[config.mk]
export PLATFORM = sky130hd
export DESIGN_NAME = ssr_top
export DESIGN_NICKNAME = d
export VERILOG_FILES = /design/src/ssr_top.v
export VERILOG_INCLUDE_DIRS = /design/src
export SDC_FILE = /design/constraint.sdc
export NUM_CORES = 1
export LEC_CHECK = 0
export BUFFER_PORTS_ARGS = -buffer_cell sky130_fd_sc_hd__buf_2
export CAP_MARGIN = 10
export CORE_ASPECT_RATIO = 1.25
export CORE_MARGIN = 1.5
export CORE_UTILIZATION = 40
export CTS_CLUSTER_DIAMETER = 30
export DETAILED_ROUTE_END_ITERATION = 10
export PLACE_DENSITY = 0.66
export SLEW_MARGIN = 30
export SYNTH_ARGS = -nofsm -noshare
export SYNTH_HDL_FRONTEND = slang
export SYNTH_SLANG_ARGS = --single-unit
[constraint.sdc]
create_clock -name I_SYS_CLK -period 1 [get_ports I_SYS_CLK]
set_clock_uncertainty 0.15 [all_clocks]
set_input_delay 0.05 -clock I_SYS_CLK [delete_from_list [all_inputs] [get_ports I_SYS_CLK]]
set_output_delay 0.05 -clock I_SYS_CLK [all_outputs]
set_load 0.01 [all_outputs]
[src/ssr_defs.vh]
`ifndef SSR_DEFS_VH
`define SSR_DEFS_VH
`define SSR_WIDTH       8
`define SSR_LAST        7
`define SSR_RESET_VAL   8'h00
`define SSR_SYNC_RESET  1'h0
`define SSR_PIN_COUNT   5
`define SSR_PIN_SER     0
`define SSR_PIN_SCLK    1
`define SSR_PIN_SCLR    2
`define SSR_PIN_RCLK    3
`define SSR_PIN_STORAGE_CLEAR_N    4
`endif

[src/ssr_top.v]
// Contract
// eight-stage shift register feeds eight-bit storage
// shift clear low zeroes all shift stages
// rising shift clock shifts serial input in
// falling shift clock changes nothing
// storage clear low zeroes storage register
// rising storage clock loads all shift stages
// falling storage clock changes nothing
// last shift stage drives cascade output
// tied clocks: storage lags shift by one
// parallel outputs always follow storage bits
`timescale 1ns/1ps
`include "ssr_defs.vh"
module ssr_top
(
    input  wire                     I_SYS_CLK,
    input  wire                     I_RESET_N,
    input  wire                     I_SERIAL_IN,
    input  wire                     I_SHIFT_CLOCK,
    input  wire                     I_SHIFT_CLEAR_N,
    input  wire                     I_STORAGE_CLOCK,
    input  wire                     I_STORAGE_CLEAR_N,
    output wire [`SSR_WIDTH-1:0]    O_PARALLEL_OUT,
    output wire                     O_CASCADE_OUT
);

    localparam [`SSR_WIDTH-1:0]     RESET_VAL = `SSR_RESET_VAL;

    // raw pins and their synchronised copies
    wire [`SSR_PIN_COUNT-1:0]       pin_raw;
    wire [`SSR_PIN_COUNT-1:0]       pin_sync;
    wire                            ser_s;
    wire                            sclk_s;
    wire                            sclr_n_s;
    wire                            rclk_s;
    wire                            storage_clear_n_n_s;

    // edge and clear requests
    wire                            shift_rise;
    wire                            store_rise;
    wire                            shift_clear;
    wire                            store_clear;
    reg                             shift_prev_r;
    reg                             shift_prev_nxt;
    reg                             store_prev_r;
    reg                             store_prev_nxt;

    // register contents
    wire [`SSR_WIDTH-1:0]           shift_q;
    wire [`SSR_WIDTH-1:0]           store_q;

    genvar                          p;
    genvar                          s;

    // high when a synced clock goes from low to high
    function rise_found;
        input                       cur;
        input                       prev;
        begin
            rise_found = cur & ~prev;
        end
    endfunction

    // active-low clear pin turned into an active-high request
    function clear_found;
        input                       level_n;
        begin
            clear_found = ~level_n;
        end
    endfunction

    // pin order is fixed by the position macros
    assign pin_raw[`SSR_PIN_SER]  = I_SERIAL_IN;
    assign pin_raw[`SSR_PIN_SCLK] = I_SHIFT_CLOCK;
    assign pin_raw[`SSR_PIN_SCLR] = I_SHIFT_CLEAR_N;
    assign pin_raw[`SSR_PIN_RCLK] = I_STORAGE_CLOCK;
    assign pin_raw[`SSR_PIN_STORAGE_CLEAR_N] = I_STORAGE_CLEAR_N;

    // two flip-flops per pin before any logic reads it
    generate
        for (p = 0; p < `SSR_PIN_COUNT; p = p + 1)
        begin : g_sync
            reg                     first_r;
            reg                     second_r;

            always @(posedge I_SYS_CLK)
            begin
                if (!I_RESET_N)
                begin
                    first_r  <= `SSR_SYNC_RESET;
                    second_r <= `SSR_SYNC_RESET;
                end
                else
                begin
                    first_r  <= pin_raw[p];
                    second_r <= first_r;
                end
            end

            assign pin_sync[p] = second_r;
        end
    endgenerate

    // synced levels by pin
    assign ser_s       = pin_sync[`SSR_PIN_SER];
    assign sclk_s      = pin_sync[`SSR_PIN_SCLK];
    assign sclr_n_s    = pin_sync[`SSR_PIN_SCLR];
    assign rclk_s      = pin_sync[`SSR_PIN_RCLK];
    assign storage_clear_n_n_s    = pin_sync[`SSR_PIN_STORAGE_CLEAR_N];

    // only rising edges act; falling edges are ignored
    assign shift_rise  = rise_found(sclk_s, shift_prev_r);
    assign store_rise  = rise_found(rclk_s, store_prev_r);
    assign shift_clear = clear_found(sclr_n_s);
    assign store_clear = clear_found(storage_clear_n_n_s);

    // last synced shift clock level, for edge finding
    always @*
    begin
        shift_prev_nxt = sclk_s;
    end

    always @(posedge I_SYS_CLK)
    begin
        if (!I_RESET_N)
            shift_prev_r <= `SSR_SYNC_RESET;
        else
            shift_prev_r <= shift_prev_nxt;
    end

    // last synced storage clock level, for edge finding
    always @*
    begin
        store_prev_nxt = rclk_s;
    end

    always @(posedge I_SYS_CLK)
    begin
        if (!I_RESET_N)
            store_prev_r <= `SSR_SYNC_RESET;
        else
            store_prev_r <= store_prev_nxt;
    end

    // one flip-flop per shift stage; stage 0 takes the serial input
    generate
        for (s = 0; s < `SSR_WIDTH; s = s + 1)
        begin : g_shift
            reg                     stage_r;
            reg                     stage_nxt;
            wire                    stage_in;

            if (s == 0)
            begin : g_head
                assign stage_in = ser_s;
            end
            else
            begin : g_body
                assign stage_in = shift_q[s-1];
            end

            always @*
            begin
                stage_nxt = stage_r;
                if (shift_clear)
                begin
                    stage_nxt = 1'h0;
                end
                else if (shift_rise)
                begin
                    stage_nxt = stage_in;
                end
            end

            always @(posedge I_SYS_CLK)
            begin
                if (!I_RESET_N)
                    stage_r <= RESET_VAL[s];
                else
                    stage_r <= stage_nxt;
            end

            assign shift_q[s] = stage_r;
        end
    endgenerate

    // storage stages load every shift stage at once; clear wins
    generate
        for (s = 0; s < `SSR_WIDTH; s = s + 1)
        begin : g_store
            reg                     stage_r;
            reg                     stage_nxt;
            wire                    stage_src;

            assign stage_src = shift_q[s];

            always @*
            begin
                stage_nxt = stage_r;
                if (store_clear)
                begin
                    stage_nxt = 1'h0;
                end
                else if (store_rise)
                begin
                    stage_nxt = stage_src;
                end
            end

            always @(posedge I_SYS_CLK)
            begin
                if (!I_RESET_N)
                    stage_r <= RESET_VAL[s];
                else
                    stage_r <= stage_nxt;
            end

            assign store_q[s] = stage_r;
        end
    endgenerate

    // data outputs straight from the flip-flops
    assign O_PARALLEL_OUT = store_q;
    assign O_CASCADE_OUT  = shift_q[`SSR_LAST];
endmodule

==> metrics.txt, run 1 <==
Total Negative Setup Slacks -1.71 ns; post-route clock period utilization 112%; sequential fraction of the synthesis area 57.3%; critical path's slowest cell dfxtp_2; commonest cells after routing, fill and taps aside dfxtp_1 (18), mux2i_1 (16), nor2_1 (16), and2_1 (11), dfxtp_2 (10); worst reg2reg path startpoint g_sync[1].second_r; vias in the first global route 588; register bit total from synthesis 28; Yosys warning total 0; DIE WIDTH between 40 and 50 um; CTS tree yes; area delta synth->final 23.3%; Worst-path clk slew between 0.1 and 0.15 ns; Relative slew margins about four fifths; Buffers on Ports 15; largest family of logic cells by synthesized area simple AND/OR/NAND/NOR gates; Worst-Margin Slew about 0.30 ns; 1st-pass router iterations 2; gpl congestion between 0.6 and 0.7; clk sink count 28; DR top layer met4; ratio of cells with drive above 1 in the final layout around a third; failing checks negative hold slack, negative setup slack; Final ANT Viol Nets 0; DR vias/cell 4.32; Hold Crit Class input port to register; clk_lat worst skew 0.30 ns; XOR/XNOR Fraction of Synth Area 0%; Crit. Startpoint g_sync[1].second_r; final setup fails 16; clk root buf clkbuf_4; Total GRT Usage between 10% and 20%; Initial Utilization a little over two fifths; Core ar. 2260 um^2; synthesized instance count 87; cell count after placement ~130; Period minus WS final ~1.1 ns; total number of vias a little under 600; most common cell after layout, fill and taps aside dfxtp_1; Worst VDD drop about 800 uV; total of max-cap violations 0; Largest stage delay, worst path roughly 0.35 ns; Max Fclk between 800 and 900 MHz; simple-gate share of the synthesized area roughly 18%; Final nets approximately 110; num ports 16; status finished, violations left; total power approximately 1600 uW; Yosys cell types 10; critical path endpoint category register; H-tree levels 1; non-filler instance count after layout 135; # rows 19; Mapped Area between 900 and 1000 um^2; die height around 58 um; post-synthesis mux area share 16.4%; initial drt markers 2; Final WS setup -0.120 ns; critical path fanouts, max 8; Slew Limit Fails 0; first-pass GRT wire length approximately 2200 um; wire length on met2 roughly 700 um; Worst EP required between 1 and 1.5 ns; critical path cell sequence nor2b_4, buf_12, mux2i_1, nor2_1; Post-Syn Area per Cell around 11 um^2; WL met3 roughly 35 um; Synth Area in Adders 0%; static leakage between 0.0004 and 0.0005 uW; Power Density around 1400 nW/um^2; die footprint 2750 um^2; detailed placement HPWL roughly 860 um; Worst Setup Start Kind register; clk buf depth 2; initial antenna violation count 0; Synth Area in Compound Gates 0%; met1 wire length 551 um; min-delay src I_RESET_N; RSZ-0062 raised after global routing yes; GRT overflow 0; Total Wirelength roughly 1300 um; Mapped Nets 94; DR WL/cell around 9.7 um; WS Path Type register to register; final hold vios 1; CTS Buf Count 3; diode count 0; DRC viols 0; largest net degree at the start of global routing 15; crit path DAT 1.18 ns; Min Hold Slack -0.00522 ns
[routing by layer]
| metal | track usage, % | vias to the layer above |
|---|---|---|
| met1 | 11.0 | 269 |
| met4 | 5.95 | 0 |
| li1 | - | 301 |
| met2 | 20.3 | 11 |
| met3 | 2.76 | 2 |
| met5 | 0 | - |
[metrics by stage]
step                      instance area, um^2  util (%)  setup slack [ns]
after floorplan                           978         -           -0.0488
after global placement                   1050      46.6            -0.103
after detailed placement                 1050      46.6            -0.122
after CTS                                1150      50.9            -0.132
after global routing                     1210      53.4            -0.172
final                                    1210      53.4            -0.120
[power by group]
part,switching (uW),total (uW),internal [uW]
clock network,272,412,140
logic,33.5,95.3,61.8
registers,6.12,1140,1140
[area by class of cell]
type	instances	area, um^2
flip-flops and latches	28	573
repair buffers	25	240
clock buffers	3	22.5
multi-input cells	48	332
fillers	200	1050
well taps	31	38.8
[worst max-delay path: cells and delay by family (launching register included)]
kind	cells	cell delay [ns]
DFF	1	0.35
and+or+nand+nor	2	0.21
muxes	1	0.19
buffers and inverters	1	0.13
[registers in the layout, summed over array words and instances (netlist names)]
signal,flops
g_sync.first_r,5
g_shift.stage_r,7
g_store.stage_r,8
g_sync.second_r,4
store_prev_r,1
shift_prev_r,1
g_shift.stage_in,1
O_CASCADE_OUT,1
[logic make-up (layout without fill, tap and decap cells)]
kind of cell / after synthesis / count (layout)
muxes: 16 / 16
buffers and inverters: 11 / 28
and+or+nand+nor: 32 / 32
DFF: 28 / 28
[synthesized netlist by cell type]
library cell / count / area, um^2
clkbuf_1: 1 / 3.75
nand2_1: 2 / 7.51
dfxtp_1: 28 / 561
nor2b_4: 2 / 27.5
buf_6: 2 / 22.5
and2_2: 1 / 7.51
and2_1: 11 / 68.8
nor2_1: 16 / 60.1
mux2i_1: 16 / 160
buf_4: 8 / 60.1
[timing repair]
action | 4_1_cts | 5_1_grt
pin swaps | 0 | 1
resized for setup | 5 | 13
buffers inserted | 1 | 0
hold buffers | 6 | 0
endpoints found under the setup margin | 19 | 25
endpoints found under the hold margin | 11 | 0
[worst paths after layout]
| path | endpoint | slack [ns] | depth (start not counted) |
|---|---|---|---|
| setup / recovery | g_shift[6].stage_r | -0.12 | 4 |
| hold / removal | O_CASCADE_OUT | -0.005 | 3 |
| setup reg to reg | g_shift[6].stage_r | -0.12 | 4 |
| hold reg to reg | g_sync[4].second_r | 0.30 | 1 |
(Power assumes the default switching activity.)
==> inputs of run 2 (changes only) <==
PLACE_DENSITY = 0.63   (was 0.66)
==> run 2 against run 1 <==
The run ends with negative setup slack left. First-iteration DRC count grew to 2.5 times the previous value. Non-clock buffer count is 1 higher. Clock power grew 24%. Total power is 6.0% higher. Sequential share of layout area shrank 1.1 points. Combinational power about the same. Sequential cell count is the same. Hold slack better by 0.033 ns. Setup slack about the same. Register-to-register slack is essentially flat. Global-route usage down 0.65 points.
==> metrics.txt, run 2 (synthesized netlist as in run 1, its figures left out) <==
failing checks negative setup slack; RR Endpoint g_store[2].stage_r; Total Wirelength roughly 1300 um; depth of the worst register-to-register path 4; final hold vios 0; H-tree levels 1; ratio of cells with drive above 1 in the final layout ~36%; WS Path Type register to register; Final ANT Viol Nets 0; RSZ-0062 raised after global routing yes; Total Negative Setup Slacks -1.76 ns; crit path DAT about 1.2 ns; clk root buf clkbuf_4; Hold Crit Class input port to register; total of max-cap violations 0; diode count 0; Total GRT Usage between 10% and 20%; DR vias/cell between 4 and 5; clk sink count 28; Power Density 1410 nW/um^2; commonest cells after routing, fill and taps aside dfxtp_1 (17), mux2i_1 (16), nor2_1 (16), dfxtp_2 (11), and2_1 (11); Place WS -0.133 ns; Worst EP required between 1 and 1.5 ns; initial antenna violation count 0; Worst-path clk slew roughly 0.14 ns; critical path fanouts, max 8; Setup crit end g_store[2].stage_r; Largest stage delay, worst path between 0.3 and 0.4 ns; Slew Limit Fails 0; vias in the first global route between 500 and 600; CTS tree yes; die height 58.3 um; worst reg2reg setup slack -0.12 ns; Buffers on Ports 15; Core ar. approximately 2300 um^2; first-pass GRT wire length between 2000 and 2500 um; CTS Buf Count 3; fill cell count slightly below 200; total area of sequential cells 574 um^2; total number of vias slightly below 600; min-delay src I_RESET_N; DIE WIDTH 47.2 um; DRC viols 0; M3 GR Usage about 2.8%; clk_lat worst skew roughly 0.30 ns; clk buf depth 2; Top Registers g_store.stage_r: 8 flops, g_shift.stage_r: 7 flops, g_sync.first_r: 5 flops; Period minus WS final about 1.1 ns; Crit. Startpoint g_sync[3].second_r; Relative slew margins between 80% and 90%; CP Depth 4; met1 Use GR between 10% and 20%; initial drt markers 5; worst reg2reg path startpoint g_sync[3].second_r; area delta synth->final 26.5%; num ports 16; critical path endpoint category register; Worst Setup Start Kind register; # rows 19; largest reg by FF count g_store.stage_r; worst path buffer plus inverter count 1; Max Fclk between 800 and 900 MHz; static leakage 0.000479 uW; max reg flops 8; gpl congestion 0.655; Final nets 114; Worst VDD drop ~1000 uV; multi-input gate area in the final layout roughly 330 um^2; critical path cell sequence nor2b_4, buf_12, mux2i_1, nor2_1; DR WL/cell roughly 9 um; GRT overflow 0; Worst-Margin Slew roughly 0.29 ns; final setup fails 16; worst hold path stage count 3; 1st-pass router iterations 2; GRT met2 Usage 17.8%; Top delay family on crit path flip-flops; total power roughly 1700 uW; Final WS setup -0.120 ns; largest net degree at the start of global routing 16; most common cell after layout, fill and taps aside dfxtp_1; gr busiest metal met2; status finished, violations left; post-route clock period utilization 112%; Initial Utilization approximately 43%; die footprint between 2000 and 3000 um^2; critical path's slowest cell dfxtp_2
## run 2: cell count changes in the layout (fill, tap and decap cells not counted), sizes merged
| cell | delta |
|---|---|
| buf | +1 |
| clkbuf | +1 |
| dlygate4sd3 | -1 |
| dlymetal6s4s | +1 |
## run 2: report_power, final
group	switching, uW	total, uW	leakage [uW]	internal, uW
Combinational	33.4	95.1	0.000225	61.6
Sequential	5.64	1140	0.000233	1140
Clock	290	512	0.0000210	222
## run 2: layer usage
metal | routed length, um | vias to the layer above
met1 | 592 | 253
li1 | - | 311
met4 | 17 | 0
met5 | 0 | -
met2 | 613 | 11
met3 | 34 | 2
## run 2: timing repair
item,4_1_cts,5_1_grt
pin swaps,0,2
hold buffers,6,0
resized for setup,4,17
buffers inserted,2,1
endpoints found under the hold margin,12,0
setup endpoints to repair,19,28
## run 2: worst min-delay path by stage
stage                          endpoint  slack, ns
floorplan           g_shift[0].stage_in       0.02
global placement      g_sync[3].first_r       0.11
detailed placement    g_sync[0].first_r       0.11
CTS                  g_shift[3].stage_r       0.04
global route         g_shift[6].stage_r       0.05
finish               g_shift[6].stage_r       0.03
## run 2: final cells by class
| type | instances | area share [%] |
|---|---|---|
| Clock buffer | 4 | 2.93 |
| Multi-Input combinational cell | 48 | 26.8 |
| Sequential cell | 28 | 46.4 |
| Tap cell | 31 | 3.13 |
| Timing Repair Buffer | 26 | 20.7 |
## run 2: per-stage QoR
step,cell area (um^2),cells,hold WS [ns],utilization [%]
floorplan,978,87,0.0217,-
global placement,1050,124,0.105,46.3
detailed placement,1050,124,0.109,46.3
CTS,1160,136,0.0389,51.5
global route,1240,137,0.0475,54.8
finish,1240,137,0.0275,54.8
## run 2: worst register-to-register path: stages, from the launching register on
cell and delay [ns]:
dfxtp_2 0.35, nor2b_4 0.15, buf_12 0.14, mux2i_1 0.18
nor2_1 0.05
==> inputs of run 3 (changes only) <==
PLACE_DENSITY = not set   (was 0.63)
PLACE_DENSITY_LB_ADDON = 0.08   (was not set)
clock period = 1.4 ns   (was 1 ns; I/O delays follow)
==> run 3 against run 2 <==
The flow now finishes without violations. Combinational power down 29%. Count of clock-buffer cells in the layout stayed put. Clock power decreased by 25%. Die area is the same. Largest cell class unchanged. Largest power group unchanged.
==> metrics.txt, run 3 (synthesized netlist as in run 1, its figures left out) <==
min-delay src g_sync[2].first_r; Design Area, Final around 1200 um^2; final setup fails 0; Min Hold Slack ~0.30 ns; 1st-pass router iterations 2; post-route clock period utilization between 90% and 100%; Total Wirelength ~1300 um; Crit. Startpoint I_RESET_N; critical path endpoint category register; DRC viols 0; largest net degree at the start of global routing 16; most common cell after layout, fill and taps aside dfxtp_1; Placement Cell Area 1010 um^2; static leakage 0.000456 uW; depth of the worst register-to-register path 3; first-pass GRT wire length 2130 um; RSZ-0062 raised after global routing no; final hold vios 0; Final nets 114; Slew Limit Fails 0; Power Density around 1100 nW/um^2; initial antenna violation count 0; total number of vias approximately 590; crit path DAT roughly 1.5 ns; total of max-cap violations 0; CTS tree yes; WS Path Type input port to register; worst reg2reg path startpoint g_sync[3].second_r; Max Fclk 722 MHz; clk buf depth 2; # rows 19; die footprint approximately 2800 um^2; GRT overflow 0; Worst-path clk slew approximately 0.15 ns; vias in the first global route between 500 and 600; clk sink count 28; DR vias/cell between 4 and 5; num ports 16; Initial Utilization 43.3%; # Post-CTS Setup Buffers 0; clk root buf clkbuf_4; gpl congestion between 0.6 and 0.7; Final ANT Viol Nets 0; non-filler instance count after layout approximately 140; ratio of cells with drive above 1 in the final layout around 21%; CTS Buf Count 3; cell count after placement approximately 120; DR WL/cell just under 10 um; commonest cells after routing, fill and taps aside dfxtp_1 (28), mux2i_1 (16), nor2_1 (16), buf_2 (14); largest reg by FF count g_store.stage_r; Relative slew margins approximately four fifths; Top Registers g_store.stage_r: 8 flops, g_shift.stage_r: 7 flops, g_sync.first_r: 5 flops; clk_lat worst skew roughly 0.33 ns; area delta synth->final 18.0%; critical path fanouts, max 14; status complete, no violations; Hold Crit Class register to register; Worst EP required roughly 1.5 ns; Worst Setup Start Kind input port; Worst-Margin Slew ~0.33 ns; Core ar. between 2000 and 2500 um^2; Worst VDD drop between 700 and 800 uV; Buffers on Ports 15; max reg flops 8; die height around 58 um; Period minus WS final approximately 1.4 ns; Total GRT Usage 11.3%; H-tree levels 1; diode count 0; worst hold path stage count 1; Total Negative Setup Slacks 0 ns; DIE WIDTH ~47 um; initial drt markers 3
## run 3: changes by cell type in the layout (fill, tap and decap cells not counted), moves of 6 or more
| cell | delta |
|---|---|
| dfxtp_1 | +11 |
| dfxtp_2 | -11 |
| buf_6 | -9 |
| buf_2 | +8 |
| dlygate4sd3_1 | +6 |
## run 3: path summary, 6_finish.rpt
kind                                      endpoint  slack [ns]
worst min-delay path            g_sync[2].second_r        0.30
worst min register to register  g_sync[2].second_r        0.30
worst max-delay path             g_sync[4].first_r        0.02
worst max register to register  g_store[4].stage_r        0.18
## run 3: metrics by stage
stage	util (%)	setup WS (ns)	power [uW]
2_1_floorplan	-	0.351	868
3_3_place_gp	44.5	0.198	877
3_5_place_dp	44.5	0.180	878
4_1_cts	51.0	0.0109	1280
5_1_grt	51.1	0.000249	1330
6_report	51.1	0.0156	1270
## run 3: layout make-up
class / instances / area, um^2
repair buffers: 26 / 188
clock buffers: 4 / 36.3
multi-input cells: 48 / 332
fillers: 212 / 1100
flip-flops and latches: 28 / 561
well taps: 31 / 38.8
## run 3: repair_timing
| action | in CTS | in global routing |
|---|---|---|
| endpoints found under the hold margin | 12 | 0 |
| hold buffers | 11 | 0 |
| resized for setup | 0 | 2 |
| endpoints found under the setup margin | 0 | 5 |
## run 3: power breakdown
part           total (uW)  switching [uW]  internal (uW)  leakage, uW
registers             816            4.09            812     0.000228
clock network         386             227            159    0.0000210
logic                67.6            23.7           44.0     0.000207
total                1270             255           1010     0.000456
## run 3: worst max-delay path: stages
cell and delay (ns):
dlygate4sd3_1 0.54, buf_4 0.17, and2_1 0.13, dlygate4sd3_1 0.54
## run 3: metal layers
metal / vias up / track usage, % / routed length [um]
met5: - / 0 / 0
met4: 0 / 10.7 / 52
met3: 4 / 2.76 / 31
met2: 13 / 15.8 / 605
met1: 261 / 13.5 / 636
li1: 309 / - / -
